File: config.mk
export PLATFORM = sky130hd
export DESIGN_NAME = isd_core
export DESIGN_NICKNAME = d
export VERILOG_FILES = /design/src/common/isd_pkg.sv /design/src/hw/isd_core.sv /design/src/hw/isd_avg_dec.sv
export VERILOG_INCLUDE_DIRS = /design/src /design/src/common
export SDC_FILE = /design/constraint.sdc
export NUM_CORES = 2
export LEC_CHECK = 0
export ABC_AREA = 1
export BUFFER_PORTS_ARGS = -buffer_cell sky130_fd_sc_hd__buf_2
export CORE_MARGIN = 4
export CORE_UTILIZATION = 48
export DETAILED_ROUTE_END_ITERATION = 7
export SLEW_MARGIN = 10
export SYNTH_ARGS = -nofsm -noshare
export SYNTH_HDL_FRONTEND = slang
export SYNTH_HIERARCHICAL = 1
export SYNTH_SLANG_ARGS = --single-unit
File: constraint.sdc
create_clock -name clk -period 23.2 [get_ports clk]
set_clock_uncertainty 0.15 [all_clocks]
set_input_delay 4.64 -clock clk [delete_from_list [all_inputs] [get_ports clk]]
set_output_delay 4.64 -clock clk [all_outputs]
set_load 0.1 [all_outputs]
File: src/common/isd_map.svh
`ifndef ISD_MAP_SVH
`define ISD_MAP_SVH

// Clock and sampling timing
`define ISD_CLK_HZ 250000000
`define ISD_SAMPLE_HZ 9840
`define ISD_SAMPLE_CYC (`ISD_CLK_HZ / `ISD_SAMPLE_HZ)
`define ISD_BURST_LEN 4
`define ISD_MAG_DIV 24
`define ISD_BARO_DIV 48
`define ISD_SEQ_SPAN 48

// Serial command word layout
`define ISD_CMD_WRITE_BIT 15
`define ISD_CMD_ADDR_HI 14
`define ISD_CMD_ADDR_LO 8
`define ISD_FRAME_BITS 16

// Page numbers
`define ISD_PAGE_0 8'h00
`define ISD_PAGE_3 8'h03
`define ISD_PAGE_4 8'h04

// Register offsets (byte addresses inside a page)
`define ISD_OFF_PAGE 7'h00
`define ISD_OFF_SEQ 7'h06
`define ISD_OFF_SYSFLAG 7'h08
`define ISD_OFF_MAG_X 7'h10
`define ISD_OFF_MAG_Y 7'h12
`define ISD_OFF_MAG_Z 7'h14
`define ISD_OFF_BARO 7'h16
`define ISD_OFF_PART 7'h7e
`define ISD_OFF_FNCIO 7'h06
`define ISD_OFF_DEC 7'h0c
`define ISD_OFF_FWVER 7'h78
`define ISD_OFF_MONTHDAY 7'h7a
`define ISD_OFF_YEAR 7'h7c
`define ISD_OFF_SERIAL 7'h20

// Field positions and reset values
`define ISD_FNC_EXT_EN 7
`define ISD_FNC_SEL_HI 5
`define ISD_FNC_SEL_LO 4
`define ISD_FLAG_BARO 9
`define ISD_FLAG_MAG 8
`define ISD_DEC_HI 10
`define ISD_DEC_RST 16'h0000
`define ISD_FNC_RST 8'h00
`define ISD_SEQ_RST 7'h01

`endif

File: src/common/isd_pkg.sv
package isd_pkg;
    // Sample sequencer states, one-hot
    typedef enum logic [1:0] {
        ISD_IDLE = 2'b01,
        ISD_RUN  = 2'b10
    } isd_state_t;
endpackage

File: src/hw/isd_core.sv
`timescale 1ns/1ps
`include "isd_map.svh"

// What this block does
// - Firmware version as four BCD nibbles
// - Build month and day as BCD bytes
// - Build year as four BCD nibbles
// - Fixed part code in product register
// - Lot serial number readable
// - Sensors sampled at fixed internal rate
// - Per-sensor averaging to base rate
// - External pulse starts averaged four-sample burst
// - External clock only when enabled, selected line
// - Output rate is base over decimation+1
// - External mode uses pulse rate as base
// - Average inertial data; orientation decimated only
// - Eleven-bit decimation, upper bits ignored, reset zero
// - Magnetometer and barometer internal update rates
// - External: magnetometer 1/24, barometer 1/48
// - Mag and baro rates ignore decimation
// - New-data flags set on fresh data
// - Reading mag or baro clears its flag
// - Sequence counter 1..48/(dec+1); one means new
module isd_core #(
    parameter int NCH = 6,
    parameter int SAMPLE_CYC = `ISD_SAMPLE_CYC,
    parameter logic [15:0] FW_VERSION = 16'h0100,
    parameter logic [15:0] BUILD_MONTH_DAY = 16'h0101,
    parameter logic [15:0] BUILD_YEAR = 16'h2000,
    parameter logic [15:0] PART_CODE = 16'h1234,  // Arbitrary value
    parameter logic [15:0] SERIAL_NUMBER = 16'h0001
) (
    input wire logic clk,
    input wire logic nrst,
    input wire logic spi_cs_n,
    input wire logic spi_sclk,
    input wire logic spi_mosi,
    output logic spi_miso,
    input wire logic [3:0] digital_io_line,
    input wire logic [NCH*16-1:0] sensor_in,
    input wire logic [15:0] orient_in,
    input wire logic [47:0] mag_in,
    input wire logic [15:0] baro_in,
    output logic sample_req,
    output logic [NCH*16-1:0] inertial_out,
    output logic inertial_valid,
    output logic [15:0] orient_out
);
    // Largest sequence count for a decimation setting
    function automatic logic [6:0] seq_max(input logic [10:0] d);
        int m;
        m = 1;
        for (int k = 1; k <= `ISD_SEQ_SPAN; k++) begin
            if (k * (int'(d) + 1) <= `ISD_SEQ_SPAN) begin
                m = k;
            end
        end
        return 7'(m);
    endfunction

    // Register hit test on page and even offset
    function automatic logic hit(input logic [7:0] pg, input logic [6:0] a,
                                 input logic [7:0] p, input logic [6:0] o);
        return (pg == p) && ({a[6:1], 1'b0} == o);
    endfunction

    // Pin synchronisers: stage 1 feeds stage 2 only
    logic [2:0] sp1_q, sp2_q, sp3_q;  // cs_n, sclk, mosi
    logic [3:0] dio1_q, dio2_q, dio3_q;

    // Serial and register state
    logic [15:0] rx_q, rx_d;      // Incoming command
    logic [15:0] tx_q, tx_d;      // Outgoing answer
    logic [15:0] rdata_q, rdata_d;  // Answer for next frame
    logic [3:0] bit_q, bit_d;     // Bits in the frame
    logic miso_q, miso_d;
    logic [7:0] page_q, page_d;   // Selected register page
    logic [15:0] dec_q, dec_d;    // Output decimation
    logic [7:0] fnc_q, fnc_d;     // Function io control
    logic [47:0] mag_q, mag_d;    // Magnetometer axis outputs
    logic [15:0] baro_q, baro_d;  // Barometer output
    logic mag_new_q, mag_new_d;
    logic baro_new_q, baro_new_d;
    logic frame_done;             // Sixteenth bit taken this cycle
    logic rd_mag, rd_baro;        // Reads that clear new-data flags

    // Sampling state
    isd_pkg::isd_state_t st_q, st_d;
    logic [$clog2(SAMPLE_CYC)-1:0] scnt_q, scnt_d;  // Cycles since last sample
    logic [1:0] nb_q, nb_d;       // Sample index in a burst
    logic [10:0] dcnt_q, dcnt_d;  // Base samples since last output
    logic [5:0] bcnt_q, bcnt_d;   // Base samples, mod 48
    logic [6:0] seq_q, seq_d;     // Sample sequence counter
    logic baro_seen_q, baro_seen_d;
    logic [15:0] orient_q, orient_d;
    logic samp_req_q;
    logic samp_stb, base_stb, out_stb, mag_tick, baro_tick;
    logic ext, dio_edge;
    logic [NCH-1:0] ch_done;

    // Synchroniser flops
    always_ff @(posedge clk or negedge nrst) begin
        if (!nrst) begin
            // Idle pin levels: deselected, clock high, so no false edge follows reset
            sp1_q <= 3'h6;
            sp2_q <= 3'h6;
            sp3_q <= 3'h6;
            dio1_q <= 4'h0;
            dio2_q <= 4'h0;
            dio3_q <= 4'h0;
        end else begin
            sp1_q <= {spi_cs_n, spi_sclk, spi_mosi};
            sp2_q <= sp1_q;
            sp3_q <= sp2_q;
            dio1_q <= digital_io_line;
            dio2_q <= dio1_q;
            dio3_q <= dio2_q;
        end
    end

    // Serial frames and register reads and writes
    always_comb begin
        logic [15:0] cmd;
        logic [6:0] a;
        cmd = {rx_q[14:0], sp2_q[0]};
        a = cmd[`ISD_CMD_ADDR_HI:`ISD_CMD_ADDR_LO];
        rx_d = rx_q;
        tx_d = tx_q;
        rdata_d = rdata_q;
        bit_d = bit_q;
        miso_d = miso_q;
        page_d = page_q;
        dec_d = dec_q;
        fnc_d = fnc_q;
        frame_done = 1'b0;
        rd_mag = 1'b0;
        rd_baro = 1'b0;
        if (sp2_q[2]) begin
            // Deselected: drop a partial frame
            bit_d = 4'h0;
        end else if (sp3_q[2]) begin
            // Frame start: load the pending answer
            tx_d = rdata_q;
            miso_d = rdata_q[15];
        end else if (!sp2_q[1] && sp3_q[1]) begin
            // Falling clock: drive next answer bit
            miso_d = tx_q[15];
            tx_d = {tx_q[14:0], 1'b0};
        end else if (sp2_q[1] && !sp3_q[1]) begin
            // Rising clock: take a command bit
            rx_d = cmd;
            bit_d = bit_q + 4'h1;
            frame_done = (bit_q == 4'hf);
        end
        if (frame_done && cmd[`ISD_CMD_WRITE_BIT]) begin
            // Byte write; offset zero selects the page
            if (a == `ISD_OFF_PAGE) begin
                page_d = cmd[7:0];
            end else if (page_q == `ISD_PAGE_3) begin
                // decimation written a byte at a time
                if (a == `ISD_OFF_DEC) begin
                    dec_d[7:0] = cmd[7:0];
                end else if (a == (`ISD_OFF_DEC + 7'h01)) begin
                    dec_d[15:8] = cmd[7:0];
                end else if (a == `ISD_OFF_FNCIO) begin
                    fnc_d = cmd[7:0];
                end
            end
        end else if (frame_done) begin
            rdata_d = 16'h0000;
            if (hit(page_q, a, page_q, `ISD_OFF_PAGE)) begin
                rdata_d = {8'h00, page_q};
            end else if (hit(page_q, a, `ISD_PAGE_0, `ISD_OFF_SEQ)) begin
                rdata_d = {9'h000, seq_q};
            end else if (hit(page_q, a, `ISD_PAGE_0, `ISD_OFF_SYSFLAG)) begin
                rdata_d[`ISD_FLAG_BARO] = baro_new_q;
                rdata_d[`ISD_FLAG_MAG] = mag_new_q;
            end else if (hit(page_q, a, `ISD_PAGE_0, `ISD_OFF_MAG_X)) begin
                rdata_d = mag_q[15:0];
                rd_mag = 1'b1;
            end else if (hit(page_q, a, `ISD_PAGE_0, `ISD_OFF_MAG_Y)) begin
                rdata_d = mag_q[31:16];
                rd_mag = 1'b1;
            end else if (hit(page_q, a, `ISD_PAGE_0, `ISD_OFF_MAG_Z)) begin
                rdata_d = mag_q[47:32];
                rd_mag = 1'b1;
            end else if (hit(page_q, a, `ISD_PAGE_0, `ISD_OFF_BARO)) begin
                rdata_d = baro_q;
                rd_baro = 1'b1;
            end else if (hit(page_q, a, `ISD_PAGE_0, `ISD_OFF_PART)) begin
                rdata_d = PART_CODE;
            end else if (hit(page_q, a, `ISD_PAGE_3, `ISD_OFF_DEC)) begin
                rdata_d = dec_q;
            end else if (hit(page_q, a, `ISD_PAGE_3, `ISD_OFF_FNCIO)) begin
                rdata_d = {8'h00, fnc_q};
            end else if (hit(page_q, a, `ISD_PAGE_3, `ISD_OFF_FWVER)) begin
                rdata_d = FW_VERSION;
            end else if (hit(page_q, a, `ISD_PAGE_3, `ISD_OFF_MONTHDAY)) begin
                rdata_d = BUILD_MONTH_DAY;
            end else if (hit(page_q, a, `ISD_PAGE_3, `ISD_OFF_YEAR)) begin
                rdata_d = BUILD_YEAR;
            end else if (hit(page_q, a, `ISD_PAGE_4, `ISD_OFF_SERIAL)) begin
                rdata_d = SERIAL_NUMBER;
            end
        end
        mag_d = mag_tick ? mag_in : mag_q;
        baro_d = baro_tick ? baro_in : baro_q;
        mag_new_d = mag_tick | (mag_new_q & ~rd_mag);
        baro_new_d = baro_tick | (baro_new_q & ~rd_baro);
    end

    // Serial and register flops
    always_ff @(posedge clk or negedge nrst) begin
        if (!nrst) begin
            rx_q <= 16'h0000;
            tx_q <= 16'h0000;
            rdata_q <= 16'h0000;
            bit_q <= 4'h0;
            miso_q <= 1'b0;
            page_q <= `ISD_PAGE_0;
            dec_q <= `ISD_DEC_RST;
            fnc_q <= `ISD_FNC_RST;
            mag_q <= 48'h000000000000;
            baro_q <= 16'h0000;
            mag_new_q <= 1'b0;
            baro_new_q <= 1'b0;
        end else begin
            rx_q <= rx_d;
            tx_q <= tx_d;
            rdata_q <= rdata_d;
            bit_q <= bit_d;
            miso_q <= miso_d;
            page_q <= page_d;
            dec_q <= dec_d;
            fnc_q <= fnc_d;
            mag_q <= mag_d;
            baro_q <= baro_d;
            mag_new_q <= mag_new_d;
            baro_new_q <= baro_new_d;
        end
    end

    // external clock enable and line select
    assign ext = fnc_q[`ISD_FNC_EXT_EN];
    assign dio_edge = dio2_q[fnc_q[`ISD_FNC_SEL_HI:`ISD_FNC_SEL_LO]]
                    & ~dio3_q[fnc_q[`ISD_FNC_SEL_HI:`ISD_FNC_SEL_LO]];

    // Sample sequencer, decimation and slow-sensor timing
    always_comb begin
        logic tick;
        tick = (scnt_q == ($clog2(SAMPLE_CYC))'(SAMPLE_CYC - 1));
        st_d = st_q;
        scnt_d = scnt_q;
        nb_d = nb_q;
        samp_stb = 1'b0;
        case (st_q)
            isd_pkg::ISD_IDLE: begin
                scnt_d = '0;
                nb_d = 2'h0;
                if (!ext) begin
                    st_d = isd_pkg::ISD_RUN;
                end else if (dio_edge) begin
                    samp_stb = 1'b1;
                    nb_d = 2'h1;
                    st_d = isd_pkg::ISD_RUN;
                end
            end
            isd_pkg::ISD_RUN: begin
                scnt_d = tick ? '0 : scnt_q + 1'b1;
                samp_stb = tick;
                if (tick) begin
                    nb_d = nb_q + 2'h1;
                end
                if (ext && ((tick && nb_q == 2'h3) || (!tick && nb_q == 2'h0))) begin
                    st_d = isd_pkg::ISD_IDLE;
                end
            end
            default: begin
                st_d = isd_pkg::ISD_IDLE;
            end
        endcase
        // base sample closes each burst in either mode
        base_stb = samp_stb && (nb_q == 2'h3);
        out_stb = base_stb && (dcnt_q >= dec_q[`ISD_DEC_HI:0]);
        dcnt_d = out_stb ? 11'h000 : (base_stb ? dcnt_q + 11'h001 : dcnt_q);
        // slow sensors count base samples only
        bcnt_d = base_stb ? ((bcnt_q == 6'(`ISD_BARO_DIV - 1)) ? 6'h00 : bcnt_q + 6'h01)
                          : bcnt_q;
        // every 24th and 48th base sample
        mag_tick = base_stb && ((bcnt_q == 6'(`ISD_MAG_DIV - 1))
                             || (bcnt_q == 6'(`ISD_BARO_DIV - 1)));
        baro_tick = base_stb && (bcnt_q == 6'(`ISD_BARO_DIV - 1));
        baro_seen_d = out_stb ? 1'b0 : (baro_seen_q | baro_tick);
        seq_d = seq_q;
        if (out_stb) begin
            if (baro_seen_q || baro_tick || seq_q >= seq_max(dec_q[`ISD_DEC_HI:0])) begin
                seq_d = 7'h01;
            end else begin
                seq_d = seq_q + 7'h01;
            end
        end
        orient_d = out_stb ? orient_in : orient_q;
    end

    // Sampling flops
    always_ff @(posedge clk or negedge nrst) begin
        if (!nrst) begin
            st_q <= isd_pkg::ISD_IDLE;
            scnt_q <= '0;
            nb_q <= 2'h0;
            dcnt_q <= 11'h000;
            bcnt_q <= 6'h00;
            seq_q <= `ISD_SEQ_RST;
            baro_seen_q <= 1'b0;
            orient_q <= 16'h0000;
            samp_req_q <= 1'b0;
        end else begin
            st_q <= st_d;
            scnt_q <= scnt_d;
            nb_q <= nb_d;
            dcnt_q <= dcnt_d;
            bcnt_q <= bcnt_d;
            seq_q <= seq_d;
            baro_seen_q <= baro_seen_d;
            orient_q <= orient_d;
            samp_req_q <= samp_stb;
        end
    end

    // one averaging and decimation stage per sensor
    for (genvar c = 0; c < NCH; c++) begin : g_ch
        isd_avg_dec #(.W(16), .DW(11)) u_ch (
            .clk(clk),
            .nrst(nrst),
            .samp_stb(samp_stb),
            .base_stb(base_stb),
            .out_stb(out_stb),
            .dec(dec_q[`ISD_DEC_HI:0]),
            .sample_in(sensor_in[c*16 +: 16]),
            .avg_q(inertial_out[c*16 +: 16]),
            .done_q(ch_done[c])
        );
    end

    assign spi_miso = miso_q;
    assign sample_req = samp_req_q;
    assign inertial_valid = ch_done[0];
    assign orient_out = orient_q;
endmodule

File: src/hw/isd_avg_dec.sv
`timescale 1ns/1ps
`include "isd_map.svh"

// One sensor channel: 4x average, then boxcar over (decimation + 1) base samples
module isd_avg_dec #(
    parameter int W = 16,
    parameter int DW = 11
) (
    input wire logic clk,
    input wire logic nrst,
    input wire logic samp_stb,
    input wire logic base_stb,
    input wire logic out_stb,
    input wire logic [DW-1:0] dec,
    input wire logic [W-1:0] sample_in,
    output logic [W-1:0] avg_q,
    output logic done_q
);
    localparam int AW = W + DW + 2;
    localparam int CW = $clog2(AW + 1);

    logic signed [AW-1:0] sum4_q, sum4_d;  // Sum of the current burst
    logic signed [AW-1:0] acc_q, acc_d;    // Sum of base samples
    logic [AW-1:0] num_q, num_d;           // Dividend magnitude, then quotient
    logic [DW+1:0] rem_q, rem_d;           // Partial remainder
    logic [DW:0] div_q, div_d;             // Divisor, decimation + 1
    logic [CW-1:0] cnt_q, cnt_d;           // Divide steps left
    logic neg_q, neg_d;                    // Sign of the dividend
    logic [W-1:0] avg_d;
    logic done_d;

    // Next values: accumulate, then run a restoring divider
    always_comb begin
        logic signed [AW-1:0] s4;
        logic signed [AW-1:0] a4;
        logic signed [AW-1:0] tot;
        logic [DW+1:0] t;
        s4 = sum4_q + AW'(signed'(sample_in));
        a4 = s4 >>> 2;
        tot = acc_q + a4;
        t = {rem_q[DW:0], num_q[AW-1]};
        sum4_d = sum4_q;
        acc_d = acc_q;
        num_d = num_q;
        rem_d = rem_q;
        div_d = div_q;
        cnt_d = cnt_q;
        neg_d = neg_q;
        avg_d = avg_q;
        done_d = 1'b0;
        // four samples averaged per base sample
        if (samp_stb) begin
            sum4_d = base_stb ? '0 : s4;
        end
        if (base_stb) begin
            acc_d = out_stb ? '0 : tot;
        end
        // start dividing by decimation plus one
        if (base_stb && out_stb) begin
            neg_d = tot[AW-1];
            num_d = tot[AW-1] ? AW'(-tot) : AW'(tot);
            rem_d = '0;
            div_d = (DW+1)'(dec) + (DW+1)'(1);
            cnt_d = CW'(AW);
        end else if (cnt_q != '0) begin
            // One quotient bit per clock
            if (t >= (DW+2)'(div_q)) begin
                rem_d = t - (DW+2)'(div_q);
                num_d = {num_q[AW-2:0], 1'b1};
            end else begin
                rem_d = t;
                num_d = {num_q[AW-2:0], 1'b0};
            end
            cnt_d = cnt_q - CW'(1);
            if (cnt_q == CW'(1)) begin
                avg_d = neg_q ? W'(-num_d) : W'(num_d);
                done_d = 1'b1;
            end
        end
    end

    // State registers
    always_ff @(posedge clk or negedge nrst) begin
        if (!nrst) begin
            sum4_q <= '0;
            acc_q <= '0;
            num_q <= '0;
            rem_q <= '0;
            div_q <= '0;
            cnt_q <= '0;
            neg_q <= 1'b0;
            avg_q <= '0;
            done_q <= 1'b0;
        end else begin
            sum4_q <= sum4_d;
            acc_q <= acc_d;
            num_q <= num_d;
            rem_q <= rem_d;
            div_q <= div_d;
            cnt_q <= cnt_d;
            neg_q <= neg_d;
            avg_q <= avg_d;
            done_q <= done_d;
        end
    end
endmodule

==> flow_summary.ini <==
[outcome]
status = finished, final reports clean

[setup_path]
path_delay_family = simple AND/OR/NAND/NOR gates
end_kind = flop
cp_common_cell = nand2_1
cp.arrival_ps = 11350
critPathLaunchType = flop
crit_type = flop to flop
rr_worst_depth = 73
crit_path_max_fanout = 37
critPathRequiredTime_ps = 23770
cpMaxStageDelayCell = dfrtp_2
cp_slowest_stage_delay_ps = 930
cp.depth = 73
cp.buffers_inverters = 9

[timing]
fmax_mhz = 92.81
finalCriticalPeriod_ps = 10770
worstMarginPinSlew_ps = 1361
hold_viol_final = 0
finalSetupTns_ps = 0
post-route-worst-setup-slack_ps = 12430
slew_headroom = 0.09007
setup_violations = 0
rsz0062_at_grt = false
timing.final.crit_share = 0.4644
finalMaxSlewViolations = 0

[detailed_routing]
routed_wl_um = 303600
via_count = 89950
viasPerCell = 5.413
ant_nets = 0
drc_errors = 0
drt-initial-drc-count = 6266
drt_first_pass_iters = 8
avgRoutedWirePerCell_um = 18.27

[global_routing]
grt_pass1_vias = 88247
grt_pass1_wl_um = 480700
gr-total-overflow = 0
grt_max_degree = 151
antenna_found_initial = 3
grtUsageTotal = 0.2896

[pwr]
vdd_drop_max_mv = 0.07155
p_per_area_nw_per_um2 = 47.65
power.total_w = 0.004994
leakagePower_nw = 56.24

[placement]
port_buffers = 299
place_congestion = 0.9891
placedCellCount = 16376
preCtsSetupSlack_ps = 12430
dp_hpwl_um = 238600

[cts]
htree_levels = 4
cts_tree = yes
cts-root-buf = clkbuf_16
clock_sinks = 1030
path_clk_slew_ps = 60
cts_hold_buffers = 0
numCtsBuffers = 132
clock_path_buffers = 3
ctsResizeCount = 0
cts_setup_buffers = 0
clk_latency_ps = 800

[synth]
syn-instance-count = 13604
netlist_area_sq_um = 95670
synth_area_per_cell_sq_um = 7.033
syn-num-nets = 14911
yosys_warnings = 6

[hold_path]
hold_depth = 0
hold_class = flop to flop

[die]
core_region_area_sq_um = 197800
initial_utilization = 0.4836
io_pins = 300
rows = 163
fp.dieW_um = 454.5
die_h_um = 454.5
die_area_sq_um = 206500

[finish]
layout.cells.non_filler = 16617
fin_util = 0.5298
area_growth_pct = 9.551
fin_nets = 15177
drive_gt1_frac = 0.07778

[run]
cap_violations = 0
==> report_power, final <==
group	internal [W]	total, W	leakage, nW	switching (W)
Combinational	0.000284	0.000953	42.2	0.000669
Clock	0.00133	0.00222	2.31	0.000892
Sequential	0.00181	0.00182	11.7	0.00000803
Total	0.00343	0.00499	56.2	0.00157
==> final timing paths <==
kind | endpoint | startpoint | slack, ps
setup / recovery | seq_q[4] | dec_q[0] | 12430
hold / removal | sp2_q[1] | sp1_q[1] | 200
hold reg to reg | sp2_q[1] | sp1_q[1] | 200
min in group asynchronous | g_ch[0].u_ch/sum4_q[8] | nrst | 3680
max in group asynchronous | dio2_q[2] | nrst | 14820
setup reg to reg | seq_q[4] | dec_q[0] | 12430
==> cell type report <==
class                   count  area, sq um
fillers                 19662        93020
multi-input cells       10162        60670
flip-flops and latches   1030        25790
inverters                2161         8117
clock buffers             178         3736
well taps                2640         3303
repair buffers            383         2150
clock inverters            61         1037
diodes                      2        5.005
==> metal layers <==
layer / track usage / routed length [um]
met5: 0 / 0
met4: 0.1062 / 11610
met3: 0.02967 / 12710
met2: 0.4989 / 144300
met1: 0.3763 / 134900
==> flip-flops by register name, indices dropped and copies added (netlist names), 6 cells and up <==
signal / flops
rx_q: 15
tx_q: 16
g_ch.u_ch/cnt_q: 30
g_ch.u_ch/num_q: 174
bcnt_q: 6
g_ch.u_ch/neg_q: 6
g_ch.u_ch/rem_q: 72
orient_out: 16
baro_q: 16
g_ch.u_ch/div_q: 72
fnc_q: 8
dec_q: 16
g_ch.u_ch/avg_q: 96
rdata_q: 16
mag_q: 48
dcnt_q: 11
page_q: 8
scnt_q: 15
g_ch.u_ch/acc_q: 174
seq_q: 7
g_ch.u_ch/sum4_q: 174
==> stage by stage <==
stage          instance area (sq um)  hold slack (ps)
5_1_grt                       104800            211.2
4_1_cts                       104800            197.6
3_5_place_dp                  100000            186.4
2_1_floorplan                  95670            181.2
3_3_place_gp                  100000            193.8
6_report                      104800            197.9
==> layout by cell type, fill, tap and decap left out, types with 40 or more instances in the layout <==
master     instances
ha_1             927
nor4_1            44
xor2_1           379
nand4_1          195
xnor2_1          116
fa_1             195
or2_2             59
a31oi_1           61
a22o_1           100
o21ai_1           92
a21oi_1          700
o22ai_1          121
o21ai_0          819
nand3_1          756
nor2_2            64
clkbuf_16        132
mux2_2            49
nand3b_1          58
nor2_1          1045
o31ai_1           48
dfrtp_1         1019
o21bai_1          92
inv_1           2102
buf_4             83
buf_2            298
inv_2             40
nand2_1         3511
nand2_2          108
a21o_1            40
o211ai_1          72
nor3_1           168
No activity file was read; power rests on OpenSTA's default activity.
